===== src/shared/tstc_pkg.sv =====
// Constants and types shared by the timer slave/trigger control block
package tstc_pkg;
  localparam int ADDR_W = 8;
  localparam int DATA_W = 32;

  // Register byte offsets
  localparam logic [7:0] OFS_MODE_CFG = 8'h04;
  localparam logic [7:0] OFS_TRIG_SRC = 8'h08;
  localparam logic [7:0] OFS_RUN_CTRL = 8'h10;
  localparam logic [7:0] OFS_EVENT_GEN = 8'h30;
  localparam logic [7:0] OFS_RELOAD = 8'h34;
  localparam logic [7:0] OFS_COUNT = 8'h38;

  // Field positions
  localparam int MODE_SYNC_BIT = 0;
  localparam int MODE_SLV_LSB = 8;
  localparam int MODE_SPM_BIT = 24;
  localparam int RUN_TME_BIT = 0;
  localparam int RUN_RELOAD_BUFFER_ENABLE_BIT = 1;
  localparam int EVG_UG_BIT = 0;
  localparam logic [31:0] MODE_CFG_MASK = 32'h0100_0701;

  // Values after reset
  localparam logic [31:0] RST_MODE_CFG = 32'h0000_0000;
  localparam logic [3:0] RST_TRIG_SRC = 4'h0;
  localparam logic RST_TME = 1'h0;
  localparam logic RST_RELOAD_BUFFER_ENABLE = 1'h0;

  // Slave mode codes
  localparam logic [2:0] SM_DISABLE = 3'h0;
  localparam logic [2:0] SM_QD1 = 3'h1;
  localparam logic [2:0] SM_QD2 = 3'h2;
  localparam logic [2:0] SM_QD3 = 3'h3;
  localparam logic [2:0] SM_RESTART = 3'h4;
  localparam logic [2:0] SM_PAUSE = 3'h5;
  localparam logic [2:0] SM_TRIGGER = 3'h6;
  localparam logic [2:0] SM_EXTCLK = 3'h7;

  // Trigger source codes
  localparam logic [3:0] TS_SOFT = 4'h0;
  localparam logic [3:0] TS_CH0F = 4'h1;
  localparam logic [3:0] TS_CH1F = 4'h2;
  localparam logic [3:0] TS_CH0BED = 4'h8;
  localparam logic [3:0] TS_INTERNAL_TRIGGER_0 = 4'h9;
  localparam logic [3:0] TS_INTERNAL_TRIGGER_1 = 4'ha;
  localparam logic [3:0] TS_INTERNAL_TRIGGER_2 = 4'hb;

  // Master synchronisation delay
  localparam int CLK_PERIOD_NS = 10;
  localparam int SYNC_DLY_NS = 20;
  localparam logic [3:0] SYNC_DLY_CYC =
    4'((SYNC_DLY_NS + CLK_PERIOD_NS - 1) / CLK_PERIOD_NS);

  localparam logic [1:0] RESP_OKAY = 2'h0;
  localparam logic [1:0] RESP_SLVERR = 2'h2;

  typedef enum logic [1:0] {
    TSTC_WR_IDLE = 2'h1,
    TSTC_WR_RESP = 2'h2
  } tstc_wr_e;

  typedef enum logic [1:0] {
    TSTC_RD_IDLE = 2'h1,
    TSTC_RD_DATA = 2'h2
  } tstc_rd_e;
endpackage


===== src/core/tstc_core.sv =====
// Timer slave-mode and trigger control with AXI4-Lite registers
`timescale 1ns/100ps
module tstc_core
  import tstc_pkg::*;
#(
  parameter int CNT_W = 16
) (
  input wire logic aclk,
  input wire logic aresetn,
  input wire logic [ADDR_W-1:0] s_axi_awaddr,
  input wire logic s_axi_awvalid,
  output logic s_axi_awready,
  input wire logic [DATA_W-1:0] s_axi_wdata,
  input wire logic [3:0] s_axi_wstrb,
  input wire logic s_axi_wvalid,
  output logic s_axi_wready,
  output logic [1:0] s_axi_bresp,
  output logic s_axi_bvalid,
  input wire logic s_axi_bready,
  input wire logic [ADDR_W-1:0] s_axi_araddr,
  input wire logic s_axi_arvalid,
  output logic s_axi_arready,
  output logic [DATA_W-1:0] s_axi_rdata,
  output logic [1:0] s_axi_rresp,
  output logic s_axi_rvalid,
  input wire logic s_axi_rready,
  input wire logic chan0_input,
  input wire logic chan1_input,
  input wire logic chan0_filtered_input,
  input wire logic chan1_filtered_input,
  input wire logic chan0_both_edge_detect,
  input wire logic motor_control_timer_trig,
  input wire logic count_dir_down,
  output logic [CNT_W-1:0] count_value,
  output logic master_trigger_out,
  output logic update_event
);
  ////////////////////////////////////////////////////////////////////////
  function automatic logic [31:0] wmerge(input logic [31:0] old,
                                         input logic [31:0] d,
                                         input logic [3:0] s);
    logic [31:0] r;
    r = old;
    for (int i = 0; i < 4; i++) begin
      if (s[i]) begin
        r[i*8 +: 8] = d[i*8 +: 8];
      end
    end
    return r;
  endfunction

  function automatic logic is_mapped(input logic [ADDR_W-1:0] a);
    return (a == OFS_MODE_CFG) || (a == OFS_TRIG_SRC) ||
           (a == OFS_RUN_CTRL) || (a == OFS_EVENT_GEN) ||
           (a == OFS_RELOAD) || (a == OFS_COUNT);
  endfunction

  ////////////////////////////////////////////////////////////////////////
  tstc_wr_e wr_st_r;
  tstc_rd_e rd_st_r;
  logic aw_full_r;
  logic w_full_r;
  logic [ADDR_W-1:0] aw_addr_r;
  logic [31:0] w_data_r;
  logic [3:0] w_strb_r;
  logic [1:0] bresp_r;
  logic [31:0] rdata_r;
  logic [1:0] rresp_r;
  logic [31:0] rd_mux;
  logic wr_do;

  logic [31:0] mode_cfg_r;
  logic [3:0] trig_sel_r;
  logic tme_r;
  logic reload_buffer_enable_r;
  logic ug_pulse_r;
  logic [CNT_W-1:0] preload_r;
  logic [CNT_W-1:0] active_r;
  logic [CNT_W-1:0] cnt_r;
  logic [CNT_W-1:0] reload_new;
  logic ue_r;
  logic [3:0] dly_r;

  logic [2:0] slv_mode;
  logic sync_en;
  logic spm_en;
  logic wr_reload;
  logic wr_run;
  logic sti_raw;
  logic [2:0] lvl;
  logic [2:0] rise;
  logic [2:0] fall;
  logic sti_lvl;
  logic sti_rise;
  logic e0;
  logic e1;
  logic up0;
  logic up1;
  logic qstep;
  logic qdown;
  logic step_req;
  logic run_ok;
  logic step;
  logic dn;
  logic restart_ev;
  logic reinit;
  logic ovf_ev;
  logic ue;
  logic hw_start;

  ////////////////////////////////////////////////////////////////////////
  // AXI4-Lite write channel: address and data taken in either order
  assign s_axi_awready = !aw_full_r && (wr_st_r == TSTC_WR_IDLE);
  assign s_axi_wready = !w_full_r && (wr_st_r == TSTC_WR_IDLE);
  assign s_axi_bvalid = (wr_st_r == TSTC_WR_RESP);
  assign s_axi_bresp = bresp_r;
  assign wr_do = aw_full_r && w_full_r && (wr_st_r == TSTC_WR_IDLE);

  always_ff @(posedge aclk) begin
    if (!aresetn) begin
      aw_full_r <= 1'h0;
      w_full_r <= 1'h0;
      aw_addr_r <= '0;
      w_data_r <= 32'h0;
      w_strb_r <= 4'h0;
    end else begin
      if (s_axi_awvalid && s_axi_awready) begin
        aw_full_r <= 1'h1;
        aw_addr_r <= s_axi_awaddr;
      end else if (wr_do) begin
        aw_full_r <= 1'h0;
      end
      if (s_axi_wvalid && s_axi_wready) begin
        w_full_r <= 1'h1;
        w_data_r <= s_axi_wdata;
        w_strb_r <= s_axi_wstrb;
      end else if (wr_do) begin
        w_full_r <= 1'h0;
      end
    end
  end

  always_ff @(posedge aclk) begin
    if (!aresetn) begin
      wr_st_r <= TSTC_WR_IDLE;
      bresp_r <= RESP_OKAY;
    end else begin
      unique case (wr_st_r)
        TSTC_WR_IDLE: begin
          if (wr_do) begin
            wr_st_r <= TSTC_WR_RESP;
            bresp_r <= is_mapped(aw_addr_r) ? RESP_OKAY : RESP_SLVERR;
          end
        end
        TSTC_WR_RESP: begin
          if (s_axi_bready) begin
            wr_st_r <= TSTC_WR_IDLE;
          end
        end
        default: wr_st_r <= TSTC_WR_IDLE;
      endcase
    end
  end

  ////////////////////////////////////////////////////////////////////////
  // AXI4-Lite read channel, data one cycle after the address
  assign s_axi_arready = (rd_st_r == TSTC_RD_IDLE);
  assign s_axi_rvalid = (rd_st_r == TSTC_RD_DATA);
  assign s_axi_rdata = rdata_r;
  assign s_axi_rresp = rresp_r;

  always_comb begin
    rd_mux = 32'h0;
    unique case (s_axi_araddr)
      OFS_MODE_CFG: rd_mux = mode_cfg_r;
      OFS_TRIG_SRC: rd_mux = {28'h0, trig_sel_r};
      OFS_RUN_CTRL: rd_mux = {30'h0, reload_buffer_enable_r, tme_r};
      OFS_RELOAD: rd_mux = 32'(preload_r);
      OFS_COUNT: rd_mux = 32'(cnt_r);
      default: rd_mux = 32'h0;
    endcase
  end

  always_ff @(posedge aclk) begin
    if (!aresetn) begin
      rd_st_r <= TSTC_RD_IDLE;
      rdata_r <= 32'h0;
      rresp_r <= RESP_OKAY;
    end else begin
      unique case (rd_st_r)
        TSTC_RD_IDLE: begin
          if (s_axi_arvalid) begin
            rd_st_r <= TSTC_RD_DATA;
            rdata_r <= rd_mux;
            rresp_r <= is_mapped(s_axi_araddr) ? RESP_OKAY : RESP_SLVERR;
          end
        end
        TSTC_RD_DATA: begin
          if (s_axi_rready) begin
            rd_st_r <= TSTC_RD_IDLE;
          end
        end
        default: rd_st_r <= TSTC_RD_IDLE;
      endcase
    end
  end

  ////////////////////////////////////////////////////////////////////////
  // Configuration registers
  assign slv_mode = mode_cfg_r[MODE_SLV_LSB +: 3];
  assign sync_en = mode_cfg_r[MODE_SYNC_BIT];
  assign spm_en = mode_cfg_r[MODE_SPM_BIT];
  assign wr_reload = wr_do && (aw_addr_r == OFS_RELOAD);
  assign wr_run = wr_do && (aw_addr_r == OFS_RUN_CTRL) && w_strb_r[0];
  assign reload_new = CNT_W'(wmerge(32'(preload_r), w_data_r, w_strb_r));

  // The source is not locked while a slave mode runs; changing it then
  // may give a spurious edge, which is the programmer's hazard.
  always_ff @(posedge aclk) begin
    if (!aresetn) begin
      mode_cfg_r <= RST_MODE_CFG;
      trig_sel_r <= RST_TRIG_SRC;
      reload_buffer_enable_r <= RST_RELOAD_BUFFER_ENABLE;
      ug_pulse_r <= 1'h0;
    end else begin
      if (wr_do && aw_addr_r == OFS_MODE_CFG) begin
        mode_cfg_r <= wmerge(mode_cfg_r, w_data_r, w_strb_r) &
                      MODE_CFG_MASK;
      end
      if (wr_do && aw_addr_r == OFS_TRIG_SRC && w_strb_r[0]) begin
        trig_sel_r <= w_data_r[3:0];
      end
      if (wr_run) begin
        reload_buffer_enable_r <= w_data_r[RUN_RELOAD_BUFFER_ENABLE_BIT];
      end
      ug_pulse_r <= wr_do && (aw_addr_r == OFS_EVENT_GEN) &&
                    w_strb_r[0] && w_data_r[EVG_UG_BIT];
    end
  end

  ////////////////////////////////////////////////////////////////////////
  // Trigger source selection
  always_comb begin
    unique case (trig_sel_r)
      TS_CH0F: sti_raw = chan0_filtered_input;
      TS_CH1F: sti_raw = chan1_filtered_input;
      TS_CH0BED: sti_raw = chan0_both_edge_detect;
      TS_INTERNAL_TRIGGER_0: sti_raw = 1'h0;
      TS_INTERNAL_TRIGGER_1: sti_raw = motor_control_timer_trig;
      TS_INTERNAL_TRIGGER_2: sti_raw = 1'h0;
      // unlisted codes act as soft trigger
      default: sti_raw = ug_pulse_r;
    endcase
  end

  tstc_edge #(
    .W(3)
  ) u_edge (
    .aclk(aclk),
    .aresetn(aresetn),
    .sig_in({sti_raw, chan1_input, chan0_input}),
    .level(lvl),
    .rise(rise),
    .fall(fall)
  );

  assign sti_lvl = lvl[2];
  assign sti_rise = rise[2];

  ////////////////////////////////////////////////////////////////////////
  // Quadrature decode, up when the leading channel moves first
  assign e0 = rise[0] | fall[0];
  assign e1 = rise[1] | fall[1];
  assign up0 = lvl[0] ^ lvl[1];
  assign up1 = ~(lvl[1] ^ lvl[0]);

  always_comb begin
    qstep = 1'h0;
    qdown = 1'h0;
    unique case (slv_mode)
      SM_QD1: begin
        qstep = e0;
        qdown = !up0;
      end
      SM_QD2: begin
        qstep = e1;
        qdown = !up1;
      end
      SM_QD3: begin
        qstep = e0 | e1;
        qdown = e0 ? !up0 : !up1;
      end
      default: begin
        qstep = 1'h0;
        qdown = 1'h0;
      end
    endcase
  end

  ////////////////////////////////////////////////////////////////////////
  // Slave mode gating of the counter step
  always_comb begin
    unique case (slv_mode)
      SM_DISABLE: step_req = 1'h1;
      SM_QD1, SM_QD2, SM_QD3: step_req = qstep;
      SM_RESTART: step_req = 1'h1;
      SM_PAUSE: step_req = sti_lvl;
      SM_TRIGGER: step_req = 1'h1;
      SM_EXTCLK: step_req = sti_rise;
    endcase
  end

  // master start held back while slaves synchronise
  always_ff @(posedge aclk) begin
    if (!aresetn) begin
      dly_r <= 4'h0;
    end else if (!tme_r) begin
      dly_r <= 4'h0;
    end else if (dly_r != SYNC_DLY_CYC) begin
      dly_r <= dly_r + 4'h1;
    end
  end

  // no step while run enable clear
  assign run_ok = tme_r && (!sync_en || dly_r == SYNC_DLY_CYC);
  assign step = run_ok && step_req;
  assign dn = (slv_mode == SM_QD1 || slv_mode == SM_QD2 ||
               slv_mode == SM_QD3) ? qdown : count_dir_down;
  assign restart_ev = (slv_mode == SM_RESTART) && sti_rise;
  assign reinit = restart_ev || ug_pulse_r;
  assign ovf_ev = step && (dn ? (cnt_r == '0) : (cnt_r == active_r));
  assign ue = ovf_ev || reinit;
  assign hw_start = (slv_mode == SM_TRIGGER) && sti_rise;

  ////////////////////////////////////////////////////////////////////////
  // Counter
  always_ff @(posedge aclk) begin
    if (!aresetn) begin
      cnt_r <= '0;
    end else if (reinit) begin
      // zero or reload value by direction
      cnt_r <= dn ? active_r : '0;
    end else if (step) begin
      if (dn) begin
        cnt_r <= (cnt_r == '0) ? active_r : cnt_r - CNT_W'(1);
      end else begin
        cnt_r <= (cnt_r == active_r) ? '0 : cnt_r + CNT_W'(1);
      end
    end
  end

  // Reload buffering
  always_ff @(posedge aclk) begin
    if (!aresetn) begin
      preload_r <= '0;
      active_r <= '0;
    end else begin
      if (wr_reload) begin
        preload_r <= reload_new;
      end
      if (wr_reload && !reload_buffer_enable_r) begin
        active_r <= reload_new;
      end else if (ue) begin
        active_r <= preload_r;
      end
    end
  end

  // Run enable: hardware set wins over software or single-pulse clear
  always_ff @(posedge aclk) begin
    if (!aresetn) begin
      tme_r <= RST_TME;
    end else begin
      if (wr_run) begin
        tme_r <= w_data_r[RUN_TME_BIT];
      end
      if (spm_en && ue) begin
        tme_r <= 1'h0;
      end
      if (hw_start) begin
        tme_r <= 1'h1;
      end
    end
  end

  always_ff @(posedge aclk) begin
    if (!aresetn) begin
      ue_r <= 1'h0;
    end else begin
      ue_r <= ue;
    end
  end

  assign count_value = cnt_r;
  assign master_trigger_out = tme_r;
  assign update_event = ue_r;
endmodule


===== src/core/tstc_edge.sv =====
// Registered sampler with rise and fall detection
`timescale 1ns/100ps
module tstc_edge #(
  parameter int W = 1
) (
  input wire logic aclk,
  input wire logic aresetn,
  input wire logic [W-1:0] sig_in,
  output logic [W-1:0] level,
  output logic [W-1:0] rise,
  output logic [W-1:0] fall
);
  logic [W-1:0] cur_r;
  logic [W-1:0] prev_r;

  always_ff @(posedge aclk) begin
    if (!aresetn) begin
      cur_r <= '0;
      prev_r <= '0;
    end else begin
      cur_r <= sig_in;
      prev_r <= cur_r;
    end
  end

  assign level = cur_r;
  assign rise = cur_r & ~prev_r;
  assign fall = ~cur_r & prev_r;
endmodule


===== config.mk =====
export PLATFORM = sky130hd
export DESIGN_NAME = tstc_core
export DESIGN_NICKNAME = d
export VERILOG_FILES = /design/src/shared/tstc_pkg.sv /design/src/core/tstc_core.sv /design/src/core/tstc_edge.sv
export SDC_FILE = /design/constraint.sdc
export NUM_CORES = 1
export LEC_CHECK = 0
export ABC_AREA = 1
export BUFFER_PORTS_ARGS = -buffer_cell sky130_fd_sc_hd__buf_2
export CORE_AREA = 4 4 125 127
export CTS_CLUSTER_DIAMETER = 80
export CTS_CLUSTER_SIZE = 40
export DETAILED_ROUTE_END_ITERATION = 10
export DIE_AREA = 0 0 129 131
export GPL_TIMING_DRIVEN = 0
export PLACE_DENSITY = 0.72
export SETUP_SLACK_MARGIN = 0.2
export SYNTH_ARGS = -nofsm -noshare
export SYNTH_HDL_FRONTEND = slang
export SYNTH_SLANG_ARGS = --single-unit

===== constraint.sdc =====
create_clock -name aclk -period 4 [get_ports aclk]
set_clock_uncertainty 0.1 [all_clocks]
set_input_delay 0.2 -clock aclk [delete_from_list [all_inputs] [get_ports aclk]]
set_output_delay 0.2 -clock aclk [all_outputs]
set_load 0.005 [all_outputs]

# --- After elaboration in Yosys (flattened, before gate mapping) ---
# Index checks and enable logic that the tools add are counted.
word_totals:
  elab_cells: 163
  regBits: 150
  input_bits: 66
  output_inout_bits: 59
op_classes:
  n_reduce_logical: 60
  muxes: 32
  n_bitwise: 8
  n_addsub: 3
  eq_ne: 36
ops:
  columns: ["cell", "n"]
  rows:
  - ["2-to-1 mux 16 bit", 8]
  - ["case mux 25 bit (5 select lines)", 1]
  - ["equality test 8 x 6 -> 1 bit (second input constant)", 6]
  - ["logical AND 1 bit", 22]
  - ["adder 16 x 1 -> 16 bit (second input constant)", 1]
  - ["equality test 16 bit", 1]
  - ["equality test 4 bit (second input constant)", 4]
  - ["equality test 8 x 3 -> 1 bit (second input constant)", 2]
  - ["equality test 8 x 4 -> 1 bit (second input constant)", 2]
  - ["equality test 8 x 5 -> 1 bit (second input constant)", 2]
  - ["zero test 16 bit", 1]
  - ["2-to-1 mux 8 bit", 2]
  - ["AND reduction 2 bit", 8]
  - ["subtractor 16 x 1 -> 16 bit (second input constant)", 1]
  - ["logical OR 1 bit", 15]
  - ["equality test 3 bit (second input constant)", 4]
  - ["2-to-1 mux 2 bit", 6]
  - ["2-to-1 mux 1 bit", 9]
  - ["equality test 4 x 2 -> 1 bit (second input constant)", 2]
  - ["case mux 2 bit (2 select lines)", 2]
  - ["nonzero test 2 bit", 4]
  - ["equality test 3 x 2 -> 1 bit (second input constant)", 2]
  - ["case mux 1 bit (3 select lines)", 2]
  - ["OR reduction 3 bit", 2]
  - ["other kinds (20)", 30]

# --- Longest topological paths before layout ---
logic_depth:
  depth_word: 12
  mapped_depth: 14
  ltp_nobuf: 14

# --- Hierarchy ---
# From an unflattened synthesis, not the netlist that was laid out.
hier_totals:
  cells_unflattened: 1082
  area_unflattened_um2: 6974.2
by_module_without_submodules:
  columns: ["mod", "cells_each", "area_each_um2", "seq_area_each_um2", "n_inst"]
  rows:
  - ["tstc_core", 1052, 6764.0, 2362.3, 1]
  - ["tstc_edge", 30, 210.2, 120.1, 1]

# --- Least setup slack after synthesis ---
# Ideal clock, no wire load.
synth_timing:
  path_kind: "register to register"
  start: "register cnt_r[0], in the netlist count_value[0]"
  end: "register active_r[10]"
  path_slack_ns: 2.202
  path_stages_with_launch: 13
  arrival_ns: 1.583
  period_less_slack_ns: 1.798
  required_ns: 3.785
  path_buffers: 1
  setup_time_ns: 0.115
  cell_sequence: "dfxtp_1 > inv_1 > ha_1 > nand2_1 > nor2_1 > nand3_2 > nand2_4 > inv_2 > nand2_2 > nand3_4 > buf_4 > a21oi_1 > nor2_1"
synth_via:
  elab_chain_cells: 5
  word_cells_on_any_way: 6
  cone_classes: "eq/ne: 1; mux: 1; reduce/logical: 4"
synth_rtl:
  columns: ["element", "line", "source"]
  rows:
  - ["start: declaration", "tstc_core.sv:79", "logic [CNT_W-1:0] cnt_r;"]
  - ["start signal: assignment", "tstc_core.sv:342", "cnt_r <= dn ? active_r : '0;"]
  - ["start signal: assignment", "tstc_core.sv:345", "cnt_r <= (cnt_r == '0) ? active_r : cnt_r - CNT_W'(1);"]
  - ["start signal: assignment", "tstc_core.sv:347", "cnt_r <= (cnt_r == active_r) ? '0 : cnt_r + CNT_W'(1);"]
  - ["equality test 16 bit / zero test 16 bit (equally long branches)", "tstc_core.sv:331", "assign ovf_ev = step && (dn ? (cnt_r == '0) : (cnt_r == active_r));"]
  - ["2-to-1 mux 1 bit (*)", "tstc_core.sv:331", null]
  - ["logical AND 1 bit (*)", "tstc_core.sv:331", null]
  - ["logical OR 1 bit (*)", "tstc_core.sv:332", "assign ue = ovf_ev || reinit;"]
  - ["nonzero test 2 bit (no line) (*)", null, null]
  - ["end signal: assignment", "tstc_core.sv:362", "active_r <= reload_new;"]
  - ["end signal: assignment", "tstc_core.sv:364", "active_r <= preload_r;"]
  - ["end: declaration", "tstc_core.sv:78", "logic [CNT_W-1:0] active_r;"]
# Mark *: on every way between the ends. The rest lies on a longest branch, timed or not.
# A chain may end at the register's enable or synchronous reset.

# --- Final worst setup path ---
layout_timing:
  start: "register cnt_r[0], in the netlist count_value[0]"
  end: "register active_r[15]"
# The elaborated chain is that of the path after synthesis.

==> out/results.ini <==
[final_layout]
area_delta_synth_final_pct=23.6
num_antenna_cells=0
num-fill-cells=1394
design_area_um2=8830
fin_nets=1324
drive_gt1_share_pct=17.9

[clock_tree]
cts_htree_levels=4
clock_path_buffers=2
cts_tree=done
hold_buffers=32
post-cts-setup-buffer-count=0
cts_root_buffer=clkbuf_16
cts_resized=0
clk_pin_slew_worst_paths_ps=60
clkSinkCount=124
clk_latency_ps=420
cts_buffers=17

[synthesis]
ys_types=40
post-synth-top-area-cell=dfxtp_1
ys_seq_area_share_pct=34.7
synth_top_cell_area_share_pct=34.7
avgSynthCellArea_um2=6.52
synth_cells=1096
synth_seq_cells=124
netlist_area_um2=7150
yosys-top-cells-area=dfxtp_1 (35%), nand2_1 (14%), nor2_1 (7.1%), o21ai_0 (6.9%), a21oi_1 (6.1%)
ys_warn_count=0

[sta]
finalHoldViolCount=0
fin_setup_tns_ps=0
finalCritPeriodShare_pct=55.9
drv_slew=0
finalSetupViolations=0
slew_headroom_pct=56.0
worst_slew_pin_slew_ps=660
rsz0062_at_grt=false
period_minus_slack_ps=2230
max_freq_mhz=448
layout_setup_ws_ps=1770

[critical_path]
crit_path_end_kind=register
rrSetupSlack_ps=1770
cp.required_ps=4210
r2r_cells=12
r2r-start=count_value[0]$_SDFFE_PN0P_
arrival_ps=2450
start_kind=register
rr_endpoint=active_r[15]$_SDFFE_PN0P_
critical_path_class=register to register
cp_max_fo=10

[detailed_routing]
dr.pass1.iters=6
ant_nets=0
wl_per_cell_um=14.7
drt_iter0_drc=722
drcViolationCount=0
vias_per_cell=5.17
wl_mm=21.3
vias=7495

[placement]
place_congestion=0.922
placed_cell_area_um2=7890
io_buffers=90
dp_hpwl_mm=15.9
place_ws_ps=1830

[hold_path]
hold_path.class=primary input to register
holdPathStages=3
min_from=chan1_filtered_input
min_to=u_edge.level[2]$_SDFF_PN0_

[power_and_ir_drop]
power.density_nw_per_um2=367
ir_worst_vdd_uv=289
total_leakage_power_nw=4.29

[global_route]
grt.overflow.total=0
grt_max_degree=17
antenna_found_initial=0
grt_pass1_wl_mm=34.6
grt_pass1_vias=6943
grt_usage_pct=26.0

[job]
drv_cap=0

[die]
die_y_um=131
coreArea_um2=14400
initial_utilization_pct=49.5
fp.dieW_um=129
dieArea_um2=16900
rows=44
ioPinCount=125

[status]
status=complete, no violations

-- cell usage after synthesis --
master and instances:
a21oi_1 87, a31oi_1 5, a41oi_1 1, buf_1 1, buf_2 12, buf_4 21, buf_6 10, clkbuf_1 25
conb_1 1, dfxtp_1 124, ha_1 5, inv_1 110, inv_2 21, inv_4 1, nand2_1 265, nand2_2 6
nand2_4 3, nand3_1 44, nand3_2 17, nand3_4 3, nand3b_1 2, nand4_1 6, nor2_1 135, nor2_2 4
nor2_4 3, nor3_1 12, nor3_2 1, nor3b_1 3, nor4_1 2, o211ai_1 5, o21ai_0 99, o21ai_1 17
o21ai_2 2, o221ai_1 1, o22ai_1 15, o31ai_1 1, or2_1 1, or2_2 3, xnor2_1 1, xor2_1 21
-- cell type report --
cell class / count / area, um2 / share of cell area (%)
Clock buffer: 20 / 457 / 5.17
Inverter: 132 / 498 / 5.64
Timing Repair Buffer: 122 / 771 / 8.73
Clock inverter: 11 / 166 / 1.88
Multi-Input combinational cell: 787 / 3800 / 43.0
Buffer: 69 / 428 / 4.85
Sequential cell: 124 / 2480 / 28.1
Tap cell: 184 / 230 / 2.61
-- worst max path at each step --
stage | cells past startpoint | endpoint | startpoint | slack [ps]
finish | 12 | active_r[15]$_SDFFE_PN0P_ | count_value[0]$_SDFFE_PN0P_ | 1770
global route | 12 | active_r[15]$_SDFFE_PN0P_ | count_value[0]$_SDFFE_PN0P_ | 1600
CTS | 12 | active_r[7]$_SDFFE_PN0P_ | count_value[0]$_SDFFE_PN0P_ | 1800
detailed placement | 12 | active_r[7]$_SDFFE_PN0P_ | count_value[0]$_SDFFE_PN0P_ | 1830
global placement | 12 | active_r[15]$_SDFFE_PN0P_ | count_value[0]$_SDFFE_PN0P_ | 1840
floorplan | 12 | active_r[10]$_SDFFE_PN0P_ | count_value[0]$_SDFFE_PN0P_ | 2200
-- metal layers --
layer	track usage, %	wire, um
met1	33.2	9320
met2	42.9	9850
met3	5.16	1460
met4	10.9	702
met5	0	0
-- worst max-delay path, stage by stage, from the launching register on --
cell,delay (ps)
dfxtp_1,360
inv_1,210
ha_1,260
nand2_1,70
nor2_1,130
nand3_2,130
nand2_4,130
inv_2,70
nand2_2,80
nand3_4,140
buf_4,200
a21oi_1,160
nor2_1,70
-- kinds of logic after synthesis --
kind of cell | count (synthesis) | synth area share [%]
adders and majority gates | 5 | 0.876
DFF | 124 | 34.7
and+or+nand+nor | 510 | 31.6
other | 1 | 0.0525
xor gates and xnor gates | 22 | 2.70
buffers and inverters | 201 | 13.0
AOI/OAI and AO/OA | 233 | 17.1
-- sequential cells by signal, summed over array words and instances, names as in the netlist --
| signal | cells |
|---|---|
| s_axi_bresp | 1 |
| s_axi_rdata | 17 |
| ug_pulse_r | 1 |
| u_edge.level | 3 |
| w_strb_r | 3 |
| reload_buffer_enable_r | 1 |
| aw_full_r | 1 |
| wr_st_r | 2 |
| update_event | 1 |
| s_axi_rresp | 1 |
| trig_sel_r | 4 |
| rd_st_r | 2 |
| w_full_r | 1 |
| w_data_r | 17 |
| preload_r | 16 |
| aw_addr_r | 8 |
| dly_r | 4 |
| active_r | 16 |
| u_edge.prev_r | 3 |
| mode_cfg_r | 5 |
| count_value | 16 |
| master_trigger_out | 1 |
-- placed cells by master (no fill, tap or decap), drive strengths merged, types with 2 or more instances in the layout --
cell type    netlist  routed
nand2            274     274
nor2             142     142
buf               44     134
inv              132     133
dfxtp            124     124
o21ai            118     118
a21oi             87      87
nand3             64      64
clkbuf            25      45
dlygate4sd3        0      32
xor2              21      21
conb               1      17
o22ai             15      15
nor3              13      13
nand4              6       6
a31oi              5       5
o211ai             5       5
ha                 5       5
bufinv             0       4
or2                4       4
nor3b              3       3
clkinv             0       3
clkinvlp           0       3
nor4               2       2
nand3b             2       2
-- metrics by stage --
| stage | hold slack, ps | utilization (%) | cells | total power [mW] |
|---|---|---|---|---|
| 2_1_floorplan | 198 | - | 1112 | 1.50 |
| 3_3_place_gp | 290 | 54.7 | 1386 | 1.59 |
| 3_5_place_dp | 285 | 54.7 | 1386 | 1.59 |
| 4_1_cts | 37.2 | 61.2 | 1449 | 3.25 |
| 5_1_grt | 65.9 | 61.2 | 1449 | 3.35 |
| 6_report | 54.7 | 61.2 | 1449 | 3.24 |
-- where the power goes --
group	switching (mW)	leakage, nW	internal, mW	total [mW]
sequential	0.0306	1.01	1.27	1.30
clock	0.577	0.298	1.07	1.65
combinational	0.174	2.98	0.114	0.288
No activity file was read; power rests on OpenSTA's default activity.
